**src/rtl/temp_chan_consts.svh**
```systemverilog
// Register indices, field positions and reset values of the temperature channel block
`ifndef TEMP_CHAN_CONSTS_SVH
`define TEMP_CHAN_CONSTS_SVH

// Register indices, byte address is four times the index
`define IDX_CONFIG      16'hFF20
`define IDX_STATUS      16'hFF22
`define IDX_LIMIT       16'hFF28
`define IDX_PINDEX      16'hFF2A
`define IDX_PDATA       16'hFF2C
`define IDX_TCTL        16'hFF30
`define IDX_TDATA       16'hFF32

// Reset values
`define LIMIT_RESET     8'h7F
`define PINDEX_RESET    8'h00

// Converter configuration bits
`define CFG_CONV_EN     0
`define CFG_REMOTE_EN   1
`define CFG_OT_IRQ_EN   2

// Status bits
`define STAT_OT_EVENT   0

// Temperature channel control bits
`define TCTL_DV_IRQ_EN  5
`define TCTL_REM_MEAS   6
`define TCTL_DATA_VALID 7

// Input select codes
`define SEL_REMOTE      5'h0F
`define SEL_LOCAL       5'h10

// Parameter lock write
`define LOCK_INDEX      8'h00
`define LOCK_VALUE      16'h0001
`define PARAM_DEPTH     256

`endif

```
**src/rtl/temp_chan_pkg.sv**
```systemverilog
// Types shared by the temperature channel block
`default_nettype none
package temp_chan_pkg;

  // Bus transfer phase
  typedef enum logic [1:0] {
    PH_IDLE,
    PH_WAIT,
    PH_DONE
  } bus_phase_e;

  // Whole state of the control block
  typedef struct packed {
    bus_phase_e  phase;
    logic        pready;
    logic [31:0] prdata;
    logic        pslverr;
    logic [7:0]  limit;
    logic [7:0]  pindex;
    logic        locked;
    logic        conv_en;
    logic        remote_en;
    logic        ot_irq_en;
    logic        dv_irq_en;
    logic        meas_remote;
    logic        data_valid;
    logic        last_remote;
    logic        next_remote;
    logic [7:0]  temp_data;
    logic        ot_event;
    logic        ot_out;
    logic        ot_irq;
    logic        dv_irq;
  } state_s;

endpackage : temp_chan_pkg
`default_nettype wire

```
**src/rtl/temp_channel_control_limits.sv**
```systemverilog
// Temperature channel control, over-temperature limit and parameter port
//
// Register access over APB was left to the implementer.
`default_nettype none
`include "temp_chan_consts.svh"
module temp_channel_control_limits
  import temp_chan_pkg::*;
(
  // Clock and reset
  input  wire logic        pclk,
  input  wire logic        presetn,
  // APB slave
  input  wire logic        psel,
  input  wire logic        penable,
  input  wire logic        pwrite,
  input  wire logic [31:0] paddr,
  input  wire logic [31:0] pwdata,
  output var  logic [31:0] prdata,
  output var  logic        pready,
  output var  logic        pslverr,
  // Converter side
  input  wire logic        conv_done,
  input  wire logic [7:0]  conv_result,
  output var  logic        measure_remote,
  // Events
  output var  logic        overtemp_output,
  output var  logic        overtemp_irq,
  output var  logic        data_valid_irq
);

  state_s      r;
  state_s      n;
  logic        mem_we;
  logic [15:0] mem_rdata;
  logic        wr;
  logic        conv_evt;
  logic [31:0] rd_mux;
  logic        hit;

  // Byte address of a register index
  function automatic logic [31:0] reg_addr(input logic [15:0] idx);
    reg_addr = {14'h0000, idx, 2'b00};
  endfunction : reg_addr

  // Read view of the channel control register
  function automatic logic [7:0] tctl_view(input state_s s);
    logic [4:0] sel;
    sel = (s.meas_remote && s.last_remote) ? `SEL_REMOTE : `SEL_LOCAL;
    tctl_view = {s.data_valid, s.meas_remote, s.dv_irq_en, sel};
  endfunction : tctl_view

  // Parameter registers, addressed by the index register
  param_mem u_param_mem (
    .pclk    (pclk),
    .presetn (presetn),
    .addr    (r.pindex),
    .wr_en   (mem_we),
    .wdata   (pwdata[15:0]),
    .rdata   (mem_rdata)
  );

  // Address decode and read data
  always_comb begin
    hit    = 1'b1;
    rd_mux = 32'h0000_0000;
    case (paddr)
      reg_addr(`IDX_CONFIG): rd_mux = {29'h0, r.ot_irq_en, r.remote_en, r.conv_en};
      reg_addr(`IDX_STATUS): rd_mux = {31'h0, r.ot_event};
      reg_addr(`IDX_LIMIT):  rd_mux = {24'h0, r.limit};
      reg_addr(`IDX_PINDEX): rd_mux = {24'h0, r.pindex};
      reg_addr(`IDX_PDATA):  rd_mux = {16'h0, mem_rdata};
      reg_addr(`IDX_TCTL):   rd_mux = {24'h0, tctl_view(r)};
      reg_addr(`IDX_TDATA):  rd_mux = {24'h0, r.temp_data};
      default: begin
        hit    = 1'b0;
        rd_mux = 32'h0000_0000;
      end
    endcase
  end

  // Write strobe in the ready cycle, accepted conversion pulse
  assign wr       = r.pready && psel && penable && pwrite && hit;
  assign conv_evt = conv_done && r.conv_en;

  // Next state
  always_comb begin
    n      = r;
    mem_we = 1'b0;
    // Bus phases: setup, one wait cycle, ready
    case (r.phase)
      PH_IDLE: begin
        if (psel && !penable) begin
          n.phase = PH_WAIT;
        end
      end
      PH_WAIT: begin
        n.phase   = PH_DONE;
        n.pready  = 1'b1;
        n.prdata  = rd_mux;
        n.pslverr = !hit;
      end
      PH_DONE: begin
        n.phase   = PH_IDLE;
        n.pready  = 1'b0;
        n.pslverr = 1'b0;
      end
      default: begin
        n.phase  = PH_IDLE;
        n.pready = 1'b0;
      end
    endcase
    // Software writes
    if (wr) begin
      case (paddr)
        reg_addr(`IDX_CONFIG): begin
          n.conv_en   = pwdata[`CFG_CONV_EN];
          n.remote_en = pwdata[`CFG_REMOTE_EN];
          n.ot_irq_en = pwdata[`CFG_OT_IRQ_EN];
        end
        reg_addr(`IDX_STATUS): begin
          if (pwdata[`STAT_OT_EVENT]) begin
            n.ot_event = 1'b0;
          end
        end
        reg_addr(`IDX_LIMIT):  n.limit  = pwdata[7:0];
        reg_addr(`IDX_PINDEX): n.pindex = pwdata[7:0];
        reg_addr(`IDX_PDATA): begin
          if (!r.locked) begin
            mem_we = 1'b1;
            if (r.pindex == `LOCK_INDEX && pwdata[15:0] == `LOCK_VALUE) begin
              n.locked = 1'b1;
            end
          end
        end
        reg_addr(`IDX_TCTL): begin
          n.dv_irq_en   = pwdata[`TCTL_DV_IRQ_EN];
          n.meas_remote = pwdata[`TCTL_REM_MEAS];
          if (pwdata[`TCTL_DATA_VALID]) begin
            n.data_valid = 1'b0;
          end
        end
        default: n.limit = r.limit;
      endcase
    end
    // Remote measurement needs the remote diode enabled
    if (!n.remote_en) begin
      n.meas_remote = 1'b0;
    end
    // End of conversion: capture, flag, compare, pick next input
    if (conv_evt) begin
      n.temp_data   = conv_result;
      n.last_remote = r.next_remote;
      n.data_valid  = 1'b1;
      if (!r.next_remote && ($signed(conv_result) > $signed(r.limit))) begin
        n.ot_event = 1'b1;
      end
      n.next_remote = r.meas_remote && !r.next_remote;
    end
    if (!n.meas_remote) begin
      n.next_remote = 1'b0;
    end
    // Converter disabled clears the data flag
    if (!n.conv_en) begin
      n.data_valid = 1'b0;
    end
    // Registered outputs
    n.ot_out = n.ot_event;
    n.ot_irq = n.ot_event && n.ot_irq_en;
    n.dv_irq = n.data_valid && n.dv_irq_en;
  end

  // State register
  always_ff @(posedge pclk or negedge presetn) begin
    if (!presetn) begin
      r <= '{phase: PH_IDLE, limit: `LIMIT_RESET, pindex: `PINDEX_RESET, default: '0};
    end else begin
      r <= n;
    end
  end

  // Outputs straight from the state
  assign prdata          = r.prdata;
  assign pready          = r.pready;
  assign pslverr         = r.pslverr;
  assign measure_remote  = r.next_remote;
  assign overtemp_output = r.ot_out;
  assign overtemp_irq    = r.ot_irq;
  assign data_valid_irq  = r.dv_irq;
endmodule : temp_channel_control_limits
`default_nettype wire

```
**src/rtl/param_mem.sv**
```systemverilog
// Parameter register memory with registered read data
`default_nettype none
module param_mem (
  // Clock and reset
  input  wire logic        pclk,
  input  wire logic        presetn,
  // Access
  input  wire logic [7:0]  addr,
  input  wire logic        wr_en,
  input  wire logic [15:0] wdata,
  output var  logic [15:0] rdata
);

  logic [15:0] mem [0:255];

  // Array write, no reset on contents
  always_ff @(posedge pclk) begin
    if (wr_en) begin
      mem[addr] <= wdata;
    end
  end

  // Registered read of the addressed word
  always_ff @(posedge pclk or negedge presetn) begin
    if (!presetn) begin
      rdata <= 16'h0000;
    end else begin
      rdata <= mem[addr];
    end
  end

endmodule : param_mem
`default_nettype wire

```
**config.mk**
```make
export PLATFORM = sky130hd
export DESIGN_NAME = temp_channel_control_limits
export DESIGN_NICKNAME = d
export VERILOG_FILES = /design/src/rtl/temp_chan_pkg.sv /design/src/rtl/temp_channel_control_limits.sv /design/src/rtl/param_mem.sv
export VERILOG_INCLUDE_DIRS = /design/src /design/src/rtl
export SDC_FILE = /design/constraint.sdc
export NUM_CORES = 2
export LEC_CHECK = 0
export BUFFER_PORTS_ARGS = -buffer_cell sky130_fd_sc_hd__buf_2
export CORE_MARGIN = 3
export CORE_UTILIZATION = 40
export DETAILED_ROUTE_END_ITERATION = 16
export PLACE_DENSITY_LB_ADDON = 0.08
export SYNTH_ARGS = -nofsm -noshare
export SYNTH_HDL_FRONTEND = slang
export SYNTH_HIERARCHICAL = 1
export SYNTH_SLANG_ARGS = --single-unit
export TNS_END_PERCENT = 1
```
**constraint.sdc**
```tcl
create_clock -name pclk -period 9.8 [get_ports pclk]
set_clock_uncertainty 0.05 [all_clocks]
set_input_delay 0.49 -clock pclk [delete_from_list [all_inputs] [get_ports pclk]]
set_output_delay 0.49 -clock pclk [all_outputs]
set_load 0.01 [all_outputs]
```
# After elaboration in Yosys (flattened, before gate mapping)
# Memory sizes are Yosys's and may differ from the RTL's. A register that Yosys moved wholly into a read port is not among the register bits.
# Cells that the tools add are included.
dict set report word_totals {
  regBits 72
  ramBits 4096
  in_bits 78
  output_inout_bits 38
  wordCells 82
  memories 1
}
dict set report op_classes {
  magnitude_cmp 1
  eq_ne 12
  n_mux 26
  n_reduce_logical 23
}
# memory depth width read_ports rd_ports_with_merged_regs write_ports line_no
set mem_list {}
lappend mem_list {u_param_mem.mem 256 16 1 1 1 param_mem.sv:14} ;# logic [15:0] mem [0:255];
# cell n
set ops {}
lappend ops {{$eq 32x18->1 const B} 7}
lappend ops {{$pmux 16 s7} 1}
lappend ops {{$eq 16x1->1 const B} 1}
lappend ops {{$mux 1} 16}
lappend ops {{$logic_and 1x1->1} 12}
lappend ops {{$mux 12} 1}
lappend ops {{$gt 8x8->1} 1}
lappend ops {{$logic_not 8->1} 1}
lappend ops {{$reduce_or 7->1} 1}
lappend ops {{$mux 3} 2}
lappend ops {{$mux 6} 1}
lappend ops {{$reduce_and 2->1} 3}
lappend ops {{$mux 5} 1}
lappend ops {{$logic_not 1->1} 4}
lappend ops {{$pmux 1 s2} 2}
lappend ops {{$pmux 2 s2} 1}
lappend ops {{$eq 2x1->1 const B} 1}
lappend ops {{$eq 2x2->1 const B} 1}
lappend ops {{$logic_not 2->1} 1}
lappend ops {{$mux 2} 1}
lappend ops {{$ne 2x1->1 const B} 1}
lappend ops {{$ne 2x2->1 const B} 1}
lappend ops {{$reduce_bool 2->1} 1}

# Depth between registers and ports, before layout
dict set report logic_depth {
  depth_word 9
  ltp_mapped 10
}

# Hierarchy
# Netlist, hierarchy kept.
# mod instances cells_each area_each_um2 seq_area_each_um2
set by_module_without_submodules {}
lappend by_module_without_submodules {param_mem 1 6725 155380.3 123398.3}
lappend by_module_without_submodules {temp_channel_control_limits 1 322 3320.7 1410.1}

# Worst setup path before layout
# Ideal clock, no wire load.
dict set report synth_path {
  path_kind {input -> register}
  startpoint {input paddr[27]}
  endpoint {memory u_param_mem.mem[154][0], enable pin}
  arrival_ns 3.896
  required_time_ns 9.341
  slack_ns 5.445
  path_stages 9
  path_buffers 2
  cell_sequence {nor4_1 -> and4_2 -> nand2_4 -> nor3b_2 -> nor4b_1 -> buf_1 -> nand3_1 -> clkbuf_1 -> nor3_1}
}
dict set report synth_between {
  elab_chain_len 7
  elab_cells_between_ends 14
}
# element line_no
set synth_rtl {}
lappend synth_rtl {{start, declared} temp_channel_control_limits.sv:16} ;# input wire logic [31:0] paddr,
lappend synth_rtl {{$eq 32x18->1 (on tied branches)} {temp_channel_control_limits.sv:66, temp_channel_control_limits.sv:114}}
lappend synth_rtl {{$reduce_or 7->1 (no line)} --}
lappend synth_rtl {{$mux 1} temp_channel_control_limits.sv:66} ;# case (paddr)
lappend synth_rtl {{$logic_and 1x1->1} temp_channel_control_limits.sv:82} ;# assign wr = r.pready && psel && penable && pwrite && hit;
lappend synth_rtl {{$mux 1 (*)} temp_channel_control_limits.sv:113} ;# if (wr) begin
lappend synth_rtl {{net mem_we} temp_channel_control_limits.sv:33} ;# logic mem_we;
lappend synth_rtl {{$mux 1 (*)} param_mem.sv:18} ;# if (wr_en) begin
lappend synth_rtl {{$mux 1 (implied by the code) (*)} param_mem.sv:19} ;# mem[addr] <= wdata;
lappend synth_rtl {{end, declared} param_mem.sv:14}
# Mark *: on every way through the listed nets, which the timed path passes. The rest lies on a longest branch.

# Worst setup path after layout
dict set report layout_path {
  startpoint {input paddr[7]}
  endpoint {memory u_param_mem.mem[191][2], enable pin}
}
# The elaborated chain is that of the path after synthesis.

==> results.md <==
* Die H at 636 um
* Status: complete, no violations
* Post-Synth Adder-Cell Area at 0.000946
* Critical Path RT at about 10000 ps
* Power per Cell Area at 200 nW/um^2
* Register area at about 120000 um^2
* Hold slack at 64.5 ps
* Worst setup margin at 4380 ps
* Post-synthesis compound-gate area fraction at 0.0386
* Final Wtd Congestion at 0.792
* Number of synthesized flops with an enable pin at 4096
* Hold depth at 1
* Die Wd at between 600 and 700 um
* DRT antenna net count at 0
* Synth Area in XOR/XNOR at 0
* Peak supply drop at 0.000171 V
* Worst slew pin tran at 1380 ps
* Initial DRC count at 7571
* Crit-path max FO at 16
* Ports at between 100 and 150
* Register bit count reported by yosys at 4168
* Number of max-cap violations at 0
* Final Hold Viols at 0
* Worst Reg-to-Reg Cells at 7
* Layout cells sized above 1 at 0.285
* Fmax at between 150 and 200 MHz
* WS Path Type: in -> reg
* Layout Utilization at 0.462
* Mapped Cells at roughly 7000
* Global-route usage over all layers at 0.211
* Hold endpoint: u_param_mem/mem[15][2]
* Die area at 404000 um^2
* Area growth from synthesis to layout at 14.5%
* H-Tree Depth at 5
* CTS tree: done
* I/O Buffers at 83
* TNS Setup at 0 ps
* Vias at about 76000
* Via-to-Cell Ratio at 5.75
* Wire per inst at 33.0 um
* Worst setup SP type: primary input
* Initial Util at 0.403
* Synth cell types at 54
* R2r setup slk at 4420 ps
* Max-slew violations at 0
* Ys async rst share at 0.0173
* Setup repair bufs after CTS at 0
* CP Data Arrival Time at 5900 ps
* DP Wirelength at 249 mm
* CTS Root Cell: clkbuf_16
* Drt drc at 0
* Leakage at 54.9 nW
* Total global routing overflow at 0
* Largest family of logic cells by synthesized area: multiplexers
* Synthesized area at 159000 um^2
* Area of the multi-input gates at 32300 um^2
* Hold Path Class: in -> reg
* Syn. warnings at 6
* Setup WS pre-CTS at ~3200 ps
* Main synth FF type: edfxtp_1
* Critical Path End Type: flop
* Core area at 394000 um^2
* Total Wirelength at 434 mm
* Post-Synth Simple-Gate Area at 0.0123
* Fin nets at 7617
* Min-delay src: pwdata[2]
* Worst r2r dst: u_param_mem/rdata[4]
* Pre-Repair DR Iteration Count at 6
* Fin crit share at 0.553
* Worst-path clk slew at 60 ps
* CTS buffer count at 439
* Number of global-route vias before repair at 77100
* FF-to-FF Start: r[21]
* Row Count at between 200 and 250
* Mux contribution to synthesized area at 0.148
* CTS sink cnt at 4168
* Worst slew margin at 0.0757
* Clk Latency, worst-skew pair at 960 ps
* First-pass GRT wire length at 606 mm
* Fillers at ~33000
* RSZ-0062 raised after global routing: false
* Final min period at 5420 ps
* Largest net degree at the start of global routing at 174
* # setup viols final at 0
* Post-Syn Area per Cell at 22.5 um^2
* Initial antenna violation count at 31
* Sequential share of the synthesized area at 0.786
* CTS Buffer Depth at 4
[worst max path at each step]
stage | startpoint | end | cells past startpoint
2_1_floorplan | paddr[27] | u_param_mem/mem[154][0] | 9
4_1_cts | paddr[19] | u_param_mem/mem[134][6] | 13
3_5_place_dp | paddr[19] | u_param_mem/mem[118][3] | 12
6_report | paddr[7] | u_param_mem/mem[191][2] | 11
3_3_place_gp | paddr[19] | u_param_mem/mem[134][1] | 13
5_1_grt | r[21] | u_param_mem/rdata[4] | 7
[worst max-delay path: stages]
cell,delay (ps)
dlygate4sd3_1,610
buf_2,190
inv_1,70
nor3_2,450
nor3b_2,840
nor4b_2,490
inv_1,110
nor2_1,570
nand2_2,600
buf_4,470
nor2_2,950
[cells in the final DEF (no fill, tap or decap), types with 7 or more instances in the layout]
| cell | instances |
|---|---|
| conb_1 | 16 |
| clkinv_2 | 71 |
| buf_12 | 23 |
| nor2_1 | 197 |
| mux2_2 | 30 |
| buf_4 | 358 |
| buf_2 | 66 |
| bufinv_16 | 40 |
| ha_1 | 11 |
| o41ai_2 | 21 |
| nand2_1 | 32 |
| buf_8 | 16 |
| o21ai_0 | 17 |
| clkbuf_1 | 112 |
| dfstp_2 | 7 |
| edfxtp_1 | 4096 |
| dfrtp_1 | 63 |
| clkbuf_16 | 449 |
| a21oi_1 | 265 |
| nand3_2 | 8 |
| o41ai_1 | 44 |
| clkinv_1 | 112 |
| dlygate4sd3_1 | 24 |
| diode_2 | 14 |
| nand3_1 | 15 |
| nand2b_1 | 11 |
| clkinvlp_4 | 8 |
| nor4_1 | 8 |
| nand4_1 | 21 |
| inv_1 | 28 |
| mux4_2 | 1024 |
| nor3_2 | 35 |
| nand2_2 | 7 |
| nor2_2 | 41 |
| a22oi_1 | 522 |
[cells by family after synthesis]
| logic type | Yosys count |
|---|---|
| flip-flops | 4168 |
| multiplexers | 1058 |
| AO/OA/AOI/OAI | 895 |
| buffers and inverters | 491 |
| AND/OR/NAND/NOR | 422 |
| adder cells (fa/ha/maj) | 12 |
| other | 1 |
[Yosys cell counts (3+ instances only)]
cell type,count,area (um^2)
dfrtp_1,65,1630
edfxtp_1,4096,123000
nand2_1,41,154
nor3_1,39,195
mux2i_1,4,40.0
ha_1,12,150
o41ai_1,64,561
o21ai_0,17,85.1
inv_1,28,105
a22oi_1,522,3920
nand4_1,21,131
clkbuf_1,264,991
buf_4,58,435
a21o_1,3,22.5
nor2b_1,10,62.6
nor3_2,3,30.0
buf_1,45,169
a31oi_1,3,18.8
nor4_1,8,50.1
mux4_2,1024,23100
buf_2,88,440
nand3_1,23,115
nand2b_1,13,81.3
dfstp_2,7,184
a222oi_1,3,30.0
nor2_1,240,901
a21oi_1,265,1330
and2_1,6,37.5
mux2_2,30,338
and4_1,3,26.3
a221oi_1,5,43.8
buf_6,8,90.1
[layer usage]
metal / track usage / wire length [um] / up-vias
li1: - / - / 31200
met5: 0 / 0 / -
met3: 0.0293 / 25400 / 612
met2: 0.340 / 208000 / 2280
met1: 0.299 / 184000 / 41500
met4: 0.0707 / 16100 / 0
[cell type report]
type	instances	area share
Antenna cell	14	0.000193
Clock buffer	565	0.0644
Clock inverter	246	0.0125
Inverter	28	0.000578
Multi-Input combinational cell	2403	0.178
Sequential cell	4168	0.687
Tap cell	5220	0.0359
Timing Repair Buffer	487	0.0218
[timing repair]
| action | 4_1_cts | 5_1_grt |
|---|---|---|
| resized for setup | 0 | 0 |
| setup endpoints to repair | 0 | 0 |
| hold endpoints to repair | 478 | 0 |
| hold buffers | 25 | 0 |
[per-stage QoR]
step,std cells,cell area [um^2],power [W]
finish,13100,182000,0.0363
floorplan,7062,159000,0.0200
global placement,12300,167000,0.0204
CTS,13100,182000,0.0367
detailed placement,12300,167000,0.0204
global route,13100,182000,0.0375
[state kept, by name, indices dropped and copies added, names as in the netlist]
register           cells
data_valid_irq         1
measure_remote         1
overtemp_irq           1
overtemp_output        1
prdata                16
pready                 1
pslverr                1
r                     34
u_param_mem/mem     4096
u_param_mem/rdata     16
[power by group]
group | internal, W | total (W) | leakage (nW) | switching [W]
Combinational | 0.0000643 | 0.000458 | 10.3 | 0.000394
Sequential | 0.0196 | 0.0196 | 37.7 | 0.0000118
Clock | 0.00945 | 0.0162 | 6.82 | 0.00679
Note: power is estimated with default switching activity, not from simulation.
